$ cat config.mk
export PLATFORM = sky130hd
export DESIGN_NAME = stseq_top
export DESIGN_NICKNAME = d
export VERILOG_FILES = /design/src/logic/stseq_pkg.sv /design/src/logic/stseq_top.sv
export SDC_FILE = /design/constraint.sdc
export NUM_CORES = 1
export LEC_CHECK = 0
export BUFFER_PORTS_ARGS = -buffer_cell sky130_fd_sc_hd__buf_4
export CAP_MARGIN = 40
export CORE_ASPECT_RATIO = 0.8
export CORE_MARGIN = 2
export CORE_UTILIZATION = 45
export CTS_CLUSTER_SIZE = 20
export DETAILED_ROUTE_END_ITERATION = 7
export PLACE_DENSITY = 0.89
export RECOVER_POWER = 25
export SLEW_MARGIN = 20
export SYNTH_ARGS = -nofsm -noshare
export SYNTH_HDL_FRONTEND = slang
export SYNTH_SLANG_ARGS = --single-unit
$ cat constraint.sdc
create_clock -name pclk -period 7.2 [get_ports pclk]
set_input_delay 0.72 -clock pclk [delete_from_list [all_inputs] [get_ports pclk]]
set_output_delay 0.72 -clock pclk [all_outputs]
set_load 0.01 [all_outputs]
$ cat src/logic/stseq_pkg.sv
package stseq_pkg;
  // APB register byte offsets
  localparam logic [7:0] STSEQ_OFF_CLKCR    = 8'h00;
  localparam logic [7:0] STSEQ_OFF_GATE     = 8'h04;
  localparam logic [7:0] STSEQ_OFF_GCLR     = 8'h08;
  localparam logic [7:0] STSEQ_OFF_GSET     = 8'h0c;
  localparam logic [7:0] STSEQ_OFF_RSTCAUSE = 8'h10;
  localparam logic [7:0] STSEQ_OFF_RSTCLR   = 8'h14;
  localparam logic [7:0] STSEQ_OFF_RSTCFG   = 8'h18;
  localparam logic [7:0] STSEQ_OFF_SWRST    = 8'h1c;
  localparam logic [7:0] STSEQ_OFF_STATUS   = 8'h20;
  localparam logic [7:0] STSEQ_OFF_IRQST    = 8'h24;
  localparam logic [7:0] STSEQ_OFF_IRQMSK   = 8'h28;
  localparam logic [7:0] STSEQ_OFF_BOOTMODE = 8'h2c;

  // Clock control layout: [19:0] copied; [17:10] integer divider, 8 MHz => div 1
  localparam int          STSEQ_CLK_W      = 20;
  localparam int          STSEQ_INTEGER_DIVIDER_LSB   = 10;
  localparam int          STSEQ_INTEGER_DIVIDER_W     = 8;
  localparam int          STSEQ_GATE_W     = 11;
  localparam int          STSEQ_CFG_VALID  = 31;
  localparam logic [7:0]  STSEQ_INTEGER_DIVIDER_MIN   = 8'h01;
  localparam logic [7:0]  STSEQ_INTEGER_DIVIDER_MAX   = 8'h10;
  localparam logic [19:0] STSEQ_CLKCR_RST  = 20'h00400;
  localparam logic [10:0] STSEQ_GATE_RST   = 11'h7ff;

  // Reset cause bits
  localparam int STSEQ_RC_POR  = 0;
  localparam int STSEQ_RC_SW   = 1;
  localparam int STSEQ_RC_WDT  = 2;
  localparam int STSEQ_RC_ECC  = 3;
  localparam int STSEQ_RC_PAR  = 4;
  localparam int STSEQ_RC_W    = 5;
  // Reset config enables
  localparam int STSEQ_CFG_ECC = 0;
  localparam int STSEQ_CFG_PAR = 1;
  localparam logic [31:0] STSEQ_SWRST_KEY = 32'h00000001;

  // Interrupt events: 0 startup done, 1 system reset seen
  localparam int STSEQ_IRQ_W = 2;
  localparam int STSEQ_EV_DONE = 0;
  localparam int STSEQ_EV_RST  = 1;

  // Start-up memory map
  localparam logic [31:0] STSEQ_HF_VEC     = 32'h2000000c;
  localparam logic [31:0] STSEQ_TRAP_INSN  = 32'h0000e7fe;
  localparam logic [31:0] STSEQ_SCR_LO     = 32'h200000c0;
  localparam logic [31:0] STSEQ_SCR_HI     = 32'h20000200;
  localparam logic [31:0] STSEQ_BMI_ADDR   = 32'h10000e00;

  localparam int STSEQ_CLK_MHZ = 40;
  localparam int STSEQ_MCLK_MHZ = 8;

  typedef enum logic [7:0] {
    ST_POR    = 8'h01,
    ST_SYSRST = 8'h02,
    ST_TRAP   = 8'h04,
    ST_SCR    = 8'h08,
    ST_CLK1   = 8'h10,
    ST_CLK2   = 8'h20,
    ST_BMI    = 8'h40,
    ST_RUN    = 8'h80
  } stseq_state_t;

  typedef struct packed {
    logic        req;
    logic        we;
    logic [31:0] addr;
    logic [31:0] wdata;
  } stseq_mem_req_t;
endpackage

$ cat src/logic/stseq_top.sv
// Implementation choices: the APB register port and the register addresses.
`timescale 1ns/10ps
// Summary of operation
// Hold power-on reset until external and core supplies are both valid.
// After power-on reset, hold system reset until oscillators stable, then start.
// Main and peripheral clocks run at 8 MHz after reset release.
// Peripheral clocks gated off by default except processor, memories, ports.
// Indicator pull-up off during reset, on when start-up begins.
// On master reset only, write self-loop trap at hard-fault vector slot.
// Start-up scratch area is 2000_00c0 up to 2000_0200.
// Setup word bit31 clear: copy bits 19..0 into clock control register.
// Gate word bit31 clear: copy bits 10..0 into gate-clear register.
// Word with bit31 set leaves its register unchanged.
// Integer divider from setup word clamped to range 1..16.
// Record last reset cause; software clears it via clear register.
// Software write or watchdog time-out triggers system reset.
// ECC or parity error trigger system reset when enabled.
// Start-up reads boot mode index and selects start-up mode.
// Both clock words applied before control passes to start-up mode.
// Indicator pull-up stays on from start-up until next reset.
module stseq_top
  import stseq_pkg::*;
#(
  parameter int CLK_W  = STSEQ_CLK_W,
  parameter int GATE_W = STSEQ_GATE_W
)(
  input  wire logic                pclk,
  input  wire logic                presetn,
  input  wire logic                psel,
  input  wire logic                penable,
  input  wire logic                pwrite,
  input  wire logic [31:0]         paddr,
  input  wire logic [31:0]         pwdata,
  output logic                     pready,
  output logic [31:0]              prdata,
  output logic                     pslverr,
  input  wire logic                ext_supply_ok,
  input  wire logic                core_supply_ok,
  input  wire logic                osc_stable,
  input  wire logic                wdt_timeout,
  input  wire logic                ecc_error,
  input  wire logic                parity_error,
  input  wire logic [31:0]         clock_setup_word,
  input  wire logic [31:0]         clock_gate_word,
  input  wire logic [15:0]         boot_mode_index,
  output logic                     por_active,
  output logic                     sys_reset_active,
  output logic                     indicator_pullup,
  output stseq_mem_req_t           mem_req,
  output logic [CLK_W-1:0]         clock_control_reg,
  output logic [GATE_W-1:0]        gate_off,
  output logic [15:0]              boot_mode,
  output logic                     start_user,
  output logic                     irq
);

  // Two-flop synchronisers for pins from other domains
  logic [5:0] sync1;
  logic [5:0] sync2;
  always_ff @(posedge pclk or negedge presetn)
  begin
    if (!presetn)
    begin
      sync1 <= 6'h00;
      sync2 <= 6'h00;
    end
    else
    begin
      sync1 <= {parity_error, ecc_error, wdt_timeout, osc_stable, core_supply_ok,
                ext_supply_ok};
      sync2 <= sync1;
    end
  end
  logic ext_ok, core_ok, osc_ok, wdt_s, ecc_s, par_s;
  assign {par_s, ecc_s, wdt_s, osc_ok, core_ok, ext_ok} = sync2;

  function automatic logic [7:0] clamp_div(input logic [7:0] d);
    if (d < STSEQ_INTEGER_DIVIDER_MIN)
      clamp_div = STSEQ_INTEGER_DIVIDER_MIN;
    else if (d > STSEQ_INTEGER_DIVIDER_MAX)
      clamp_div = STSEQ_INTEGER_DIVIDER_MAX;
    else
      clamp_div = d;
  endfunction

  stseq_state_t        state, next_state;
  logic                master, next_master;
  logic [CLK_W-1:0]    next_clkcr;
  logic [GATE_W-1:0]   next_gate;
  logic [STSEQ_RC_W-1:0] cause, next_cause;
  logic [1:0]          rstcfg, next_rstcfg;
  logic [STSEQ_IRQ_W-1:0] irq_st, next_irq_st, irq_msk, next_irq_msk;
  logic [15:0]         next_boot_mode;
  logic [31:0]         next_prdata;
  logic                next_pslverr;
  logic                sys_trig;
  logic                wr, rd;
  logic [7:0]          off;
  logic [CLK_W-1:0]    setup_word;

  assign pready = 1'b1;
  assign wr     = psel && penable && pwrite;
  assign rd     = psel && !penable && !pwrite;
  assign off    = paddr[7:0];

  // Reset sources
  always_comb
  begin
    sys_trig = wdt_s;
    // software and watchdog
    if (wr && off == STSEQ_OFF_SWRST && pwdata == STSEQ_SWRST_KEY)
      sys_trig = 1'b1;
    // gated error resets
    if ((ecc_s && rstcfg[STSEQ_CFG_ECC]) || (par_s && rstcfg[STSEQ_CFG_PAR]))
      sys_trig = 1'b1;
  end

  always_comb
  begin
    setup_word = clock_setup_word[CLK_W-1:0];
    // divider clamp
    setup_word[STSEQ_INTEGER_DIVIDER_LSB +: STSEQ_INTEGER_DIVIDER_W] =
      clamp_div(clock_setup_word[STSEQ_INTEGER_DIVIDER_LSB +: STSEQ_INTEGER_DIVIDER_W]);
  end

  always_comb
  begin
    next_state     = state;
    next_master    = master;
    next_clkcr     = clock_control_reg;
    next_gate      = gate_off;
    next_boot_mode = boot_mode;
    mem_req        = '0;
    case (state)
      // supplies validated
      ST_POR:
        if (ext_ok && core_ok)
          next_state = ST_SYSRST;
      // wait for oscillators
      ST_SYSRST:
        if (osc_ok)
          next_state = master ? ST_TRAP : ST_SCR;
      // trap on master reset only
      ST_TRAP:
      begin
        mem_req     = '{req: 1'b1, we: 1'b1, addr: STSEQ_HF_VEC, wdata: STSEQ_TRAP_INSN};
        next_master = 1'b0;
        next_state  = ST_SCR;
      end
      // claim scratch area
      ST_SCR:
      begin
        mem_req    = '{req: 1'b1, we: 1'b1, addr: STSEQ_SCR_LO, wdata: 32'h00000000};
        next_state = ST_CLK1;
      end
      ST_CLK1:
      begin
        // setup word
        if (!clock_setup_word[STSEQ_CFG_VALID])
          next_clkcr = setup_word;
        next_state = ST_CLK2;
      end
      ST_CLK2:
      begin
        // gate word
        if (!clock_gate_word[STSEQ_CFG_VALID])
          next_gate = gate_off & ~clock_gate_word[GATE_W-1:0];
        next_state = ST_BMI;
      end
      // boot mode read
      ST_BMI:
      begin
        mem_req        = '{req: 1'b1, we: 1'b0, addr: STSEQ_BMI_ADDR, wdata: 32'h00000000};
        next_boot_mode = boot_mode_index;
        next_state     = ST_RUN;
      end
      ST_RUN:
      begin
        if (wr && off == STSEQ_OFF_CLKCR)
          next_clkcr = pwdata[CLK_W-1:0];
        if (wr && off == STSEQ_OFF_GATE)
          next_gate = pwdata[GATE_W-1:0];
        if (wr && off == STSEQ_OFF_GCLR)
          next_gate = gate_off & ~pwdata[GATE_W-1:0];
        if (wr && off == STSEQ_OFF_GSET)
          next_gate = gate_off | pwdata[GATE_W-1:0];
      end
      default:
        next_state = ST_POR;
    endcase
    if (sys_trig)
    begin
      next_state = ST_SYSRST;
      // defaults restored
      next_clkcr = STSEQ_CLKCR_RST;
      next_gate  = STSEQ_GATE_RST;
    end
  end

  // Registers, interrupts, APB read data
  always_comb
  begin
    next_cause   = cause;
    next_rstcfg  = rstcfg;
    next_irq_st  = irq_st;
    next_irq_msk = irq_msk;
    next_prdata  = prdata;
    next_pslverr = 1'b0;
    // clear then record, cause wins
    if (wr && off == STSEQ_OFF_RSTCLR)
      next_cause = cause & ~pwdata[STSEQ_RC_W-1:0];
    if (wr && off == STSEQ_OFF_RSTCFG)
      next_rstcfg = pwdata[1:0];
    if (wr && off == STSEQ_OFF_IRQMSK)
      next_irq_msk = pwdata[STSEQ_IRQ_W-1:0];
    if (wr && off == STSEQ_OFF_IRQST)
      next_irq_st = irq_st & ~pwdata[STSEQ_IRQ_W-1:0];
    if (sys_trig)
    begin
      next_cause = '0;
      next_cause[STSEQ_RC_WDT] = wdt_s;
      next_cause[STSEQ_RC_SW]  = wr && off == STSEQ_OFF_SWRST;
      next_cause[STSEQ_RC_ECC] = ecc_s && rstcfg[STSEQ_CFG_ECC];
      next_cause[STSEQ_RC_PAR] = par_s && rstcfg[STSEQ_CFG_PAR];
      next_irq_st[STSEQ_EV_RST] = 1'b1;
    end
    if (state == ST_BMI)
      next_irq_st[STSEQ_EV_DONE] = 1'b1;
    if (rd)
    begin
      case (off)
        STSEQ_OFF_CLKCR:    next_prdata = 32'(clock_control_reg);
        STSEQ_OFF_GATE:     next_prdata = 32'(gate_off);
        STSEQ_OFF_RSTCAUSE: next_prdata = 32'(cause);
        STSEQ_OFF_RSTCFG:   next_prdata = 32'(rstcfg);
        STSEQ_OFF_STATUS:   next_prdata = 32'(state);
        STSEQ_OFF_IRQST:    next_prdata = 32'(irq_st);
        STSEQ_OFF_IRQMSK:   next_prdata = 32'(irq_msk);
        STSEQ_OFF_BOOTMODE: next_prdata = 32'(boot_mode);
        STSEQ_OFF_GCLR, STSEQ_OFF_GSET, STSEQ_OFF_RSTCLR, STSEQ_OFF_SWRST:
                            next_prdata = 32'h00000000;
        default:
        begin
          next_prdata  = 32'h00000000;
          next_pslverr = 1'b1;
        end
      endcase
    end
    else if (psel && !penable && pwrite && off > STSEQ_OFF_BOOTMODE)
      next_pslverr = 1'b1;
  end

  always_ff @(posedge pclk or negedge presetn)
  begin
    if (!presetn)
    begin
      state             <= ST_POR;
      master            <= 1'b1;
      clock_control_reg <= STSEQ_CLKCR_RST;
      gate_off          <= STSEQ_GATE_RST;
      boot_mode         <= 16'h0000;
      cause             <= 5'h01;
      rstcfg            <= 2'h0;
      irq_st            <= 2'h0;
      irq_msk           <= 2'h0;
      prdata            <= 32'h00000000;
      pslverr           <= 1'b0;
    end
    else
    begin
      state             <= next_state;
      master            <= next_master;
      clock_control_reg <= next_clkcr;
      gate_off          <= next_gate;
      boot_mode         <= next_boot_mode;
      cause             <= next_cause;
      rstcfg            <= next_rstcfg;
      irq_st            <= next_irq_st;
      irq_msk           <= next_irq_msk;
      prdata            <= next_prdata;
      pslverr           <= next_pslverr;
    end
  end

  assign por_active       = (state == ST_POR);
  assign sys_reset_active = (state == ST_POR) || (state == ST_SYSRST);
  // pull-up follows reset
  assign indicator_pullup = !sys_reset_active;
  // hand-over after clocks applied
  assign start_user       = (state == ST_RUN);
  assign irq              = |(irq_st & irq_msk);

  property p_por_hold;
    @(posedge pclk) disable iff (!presetn)
      (state == ST_POR && !(ext_ok && core_ok)) |=> state == ST_POR;
  endproperty
  a_por_hold: assert property (p_por_hold) else $error("por released early");

  property p_osc_wait;
    @(posedge pclk) disable iff (!presetn)
      (state == ST_SYSRST && !osc_ok && !sys_trig) |=> sys_reset_active;
  endproperty
  a_osc_wait: assert property (p_osc_wait) else $error("sysrst released early");

  // Only a reset source may take the pull-up away again
  property p_pullup;
    @(posedge pclk) disable iff (!presetn)
      (indicator_pullup && !sys_trig) |=> indicator_pullup;
  endproperty
  a_pullup: assert property (p_pullup) else $error("pullup dropped");

  property p_clamp;
    @(posedge pclk) disable iff (!presetn)
      (state == ST_CLK1 && !clock_setup_word[STSEQ_CFG_VALID] && !sys_trig) |=>
        clock_control_reg[STSEQ_INTEGER_DIVIDER_LSB +: STSEQ_INTEGER_DIVIDER_W] inside
          {[STSEQ_INTEGER_DIVIDER_MIN:STSEQ_INTEGER_DIVIDER_MAX]};
  endproperty
  a_clamp: assert property (p_clamp) else $error("divider out of range");

  property p_skip;
    @(posedge pclk) disable iff (!presetn)
      (state == ST_CLK1 && clock_setup_word[STSEQ_CFG_VALID] && !sys_trig) |=>
        $stable(clock_control_reg);
  endproperty
  a_skip: assert property (p_skip) else $error("unprogrammed word applied");

  property p_handover;
    @(posedge pclk) disable iff (!presetn)
      $rose(start_user) |-> $past(state, 1) == ST_BMI;
  endproperty
  a_handover: assert property (p_handover) else $error("handover skipped");

  property p_trap;
    @(posedge pclk) disable iff (!presetn)
      (state == ST_TRAP) |-> mem_req.we && mem_req.addr == STSEQ_HF_VEC;
  endproperty
  a_trap: assert property (p_trap) else $error("trap write wrong");

  property p_wdt;
    @(posedge pclk) disable iff (!presetn)
      wdt_s |=> sys_reset_active && cause[STSEQ_RC_WDT];
  endproperty
  a_wdt: assert property (p_wdt) else $error("watchdog reset missed");

endmodule

* Word level (Yosys, flattened, before mapping)
Cells that the tools add are included.
** Storage, ports and cells
- Register bits after elaboration :: 112
- Input bits :: 155
- Output and inout bits :: 152
- Logic and storage cells :: 118
** Operators by class
- $lt $le $gt $ge :: 3
- Equality and inequality tests :: 27
- Muxes and demuxes :: 29
- Bitwise gates (word level) :: 10
- Reductions and logical operators :: 35
** Operators by type and width (count)
- one-hot mux 66 bit (3 select lines) :: 1
- one-hot mux 20 bit (8 select lines) :: 1
- one-hot mux 8 bit (8 select lines) :: 1
- two-way mux 20 bit :: 3
- two-way mux 11 bit :: 5
- == test 8 x 5 -> 1 bit, second input constant :: 5
- == test 8 x 6 -> 1 bit, second input constant :: 5
- two-way mux 8 bit :: 5
- one-hot mux 20 bit (2 select lines) :: 1
- == test 32 x 1 -> 1 bit, second input constant :: 1
- == test 8 x 4 -> 1 bit, second input constant :: 3
- AND 11 bit :: 2
- NOT 11 bit :: 2
- one-hot mux 11 bit (2 select lines) :: 1
- logical AND 1 bit :: 19
- == test 8 x 3 -> 1 bit, second input constant :: 2
- OR reduction 12 bit :: 1
- OR 11 bit :: 1
- two-way mux 5 bit :: 2
- != test 3 bit, second input constant :: 3
- AND reduction 3 bit :: 3
- == test 8 x 1 -> 1 bit, second input constant :: 1
- == test 8 x 2 -> 1 bit, second input constant :: 1
- == test 8 x 7 -> 1 bit, second input constant :: 1
- other kinds (20) :: 34

* Longest topological paths before layout
- Word-level depth :: 8
- Depth in mapped cells :: 9
- Depth with buffers taken out :: 6

* Least setup slack after synthesis
No wires, ideal clock.
- Kind :: flip-flop to output port
- Start point :: register state[4]
- End point :: output mem_req[10] (netlist bit)
- Data arrival time :: 2.761 ns
- Data required time :: 6.480 ns
- Path slack :: 3.719 ns
- Stages on the path, launching flop included :: 6
- Buffers on the path :: 2
- Cell sequence :: dfrtp_1 -> clkbuf_1 -> or4_1 -> or3_1 -> nor3_1 -> buf_4
** RTL lines
- start: declaration :: line stseq_top.sv:86 : stseq_state_t state, next_state;
- start signal: assignment :: line stseq_top.sv:271 : state <= next_state;
- end: declaration :: line stseq_top.sv:49 : output stseq_mem_req_t mem_req,

==> impl_metrics.toml <==
[route]
route.detailed.drc = 0
finalWirelength_um = 17500
route.antenna.remaining_nets = 0
wl_per_cell_um = 18.2
initialDrtViolationCount = 709
dr.pass1.iters = 6
vias_per_cell = 5.47
via_count = 5241

[yosys]
ys.flop_type = "dfrtp_1"
synth_top_area_share_pct = 37.7
synthTopCellsByArea = "dfrtp_1, buf_4, nand2_1"
synth_area_leader_cell = "dfrtp_1"
yosys.cell_count.top_type = "nand2_1"
ys_seq_elements = 100
synth_edf_count = 0
ys_seq_area_share_pct = 44.7
netlist_instances = 627
synth_cell_types = 62
ys_warn_count = 0
syn_area_um2 = 5650
ys_async_sr_fraction_pct = 100
avgSynthCellArea_um2 = 9.00
ys_top_cells_by_count = "nand2_1, dfrtp_1, buf_4"

[power]
p_leak_nw = 3.29
powerDensity_nw_per_um2 = 185
peakVddDrop_uv = 141
total_power_w = 0.00132

[clock_network]
post_cts_resized = 0
cts.clk_slew.worst_paths_ns = 0.07
cts-buffers-inserted = 9
htree_levels = 3
cts_tree = "yes"
clkLatencyLatePin_ns = 0.35
post_cts_buffers = 0
cts.sinks = 100
cts-root-buf = "clkbuf_16"
postCtsHoldBufs = 0
cts_buffer_depth = 2

[timing]
fin_skew_ns = 0.00717
slew_headroom_pct = -105
fin_crit_ns = 4.00
tightest_slew_ns = 3.08
setup_viol = 0
grt_setup_unrepaired = "false"
tns_ns = 0
finalHoldViolations = 0
clock.fmax_ghz = 0.250
period_share_pct = 55.5
slew_viol_final = 58

[critical_path]
arrival_ns = 3.28
cp_max_fo = 22
max_stage_delay_ns = 0.90
cp-end-kind = "primary output"
cp.required_ns = 6.48
path_cells = "or4_4 > or4b_1 > inv_2 > or2_2 > buf_4"
slowest_stage = "or4b_1"
path_class = "reg -> out"
start_kind = "flip-flop"

[floorplan]
ioPinCount = 307
start_util_pct = 46.2
core_region_area_um2 = 12200
die_w_um = 129
dieArea_um2 = 13500
die_h_um = 104
rows = 36

[place]
port-buffer-count = 196
dpl.hpwl_um = 12800
routabilityCongestion = 0.885

[min_path]
hold_path.class = "reg -> reg"

[flow_run]
drv_cap = 1

[finish]
diodes = 0
drive_gt1_share_pct = 31.7
nets = 938
fill_cells = 1071
area_delta_synth_final_pct = 26.9

[grt]
antenna_found_initial = 0
overflow = 0
grt_usage_pct = 25.5
first_global_vias = 4776
grt_max_degree = 58
grt_pass1_wl_um = 26600

[outcome]
violations = "capacitance limit, slew limit"
status = "finished with violations"
## final timing paths
| check | to | slack [ns] | cells after the start | startpoint |
|---|---|---|---|---|
| worst max-delay path | mem_req[65] | 3.20 | 5 | state[1] |
| worst min-delay path | sync2[5] | 0.35 | 0 | sync1[5] |
| worst max register to register | boot_mode[13] | 4.32 | 5 | state[1] |
| worst min register to register | sync2[5] | 0.35 | 0 | sync1[5] |
| max in group asynchronous | prdata[15] | 3.97 | 2 | presetn |
| min in group asynchronous | cause[4] | 1.40 | 1 | presetn |
## worst max-delay path, delay by kind of cell (launching register included)
| kind | cells | cell delay [ns] |
|---|---|---|
| flops | 1 | 0.53 |
| buf+inv | 2 | 0.67 |
| simple gates | 3 | 1.72 |
## power by group
part / internal, W / switching (W)
combinational: 0.000103 / 0.000119
clock: 0.000271 / 0.000218
sequential: 0.000589 / 0.0000231
## routing by layer
layer  global-route usage (%)  share of wire (%)  vias up
met4                     5.82                1.6        0
met1                     38.0                 43     2482
met5                        0                  0        -
li1                         -                  -     2395
met2                     37.4                 45      334
met3                     6.43                 11       30
## placed cells by master (no fill, tap or decap), types with 3 or more instances in the layout
cell type     n
buf_4       187
nand2_1     106
dfrtp_1      85
conb_1       55
nor2_1       44
a21oi_1      28
nand3_1      23
nand2b_1     18
o21ai_0      18
a311oi_1     15
dfstp_2      15
nor4_1       13
nor2b_1      11
a222oi_1     11
inv_1        10
a22oi_1      10
o2bb2ai_1     9
clkbuf_16     9
nor3_1        8
and3_1        8
a31oi_1       8
clkbuf_1      7
and2_1        6
nor4b_1       6
clkbuf_4      6
nor3b_1       4
or3_1         4
mux2_2        4
o211ai_1      4
clkinvlp_4    4
a22o_1        3
a21o_1        3
nand4_1       3
nor2_2        3
## stage by stage
step / worst slack, ns / area (um^2) / std cells / hold WS, ns / utilization, %
2_1_floorplan: 3.72 / 5840 / 680 / 0.331 / -
3_3_place_gp: 3.68 / 6830 / 938 / 0.333 / 56.0
3_5_place_dp: 3.66 / 6870 / 941 / 0.336 / 56.3
4_1_cts: 3.27 / 7170 / 957 / 0.351 / 58.8
5_1_grt: 3.13 / 7160 / 959 / 0.353 / 58.7
6_report: 3.20 / 7160 / 959 / 0.351 / 58.7
## final cells by class
cell class | count | area (um^2) | share of cell area (%)
Clock buffer | 9 | 225 | 3.14
Clock inverter | 7 | 77.6 | 1.08
Inverter | 12 | 57.6 | 0.804
Multi-Input combinational cell | 455 | 2540 | 35.4
Sequential cell | 100 | 2520 | 35.2
Tap cell | 171 | 214 | 2.99
Timing Repair Buffer | 205 | 1530 | 21.3
## cell families after synthesis
kind of cell / share of synthesized area, %
AO/OA/AOI/OAI: 16.6
XOR/XNOR: 0.310
buffers and inverters: 14.3
flip-flops: 44.7
multiplexers: 0.975
other: 0.133
AND/OR/NAND/NOR: 23.0
(Power assumes the default switching activity.)
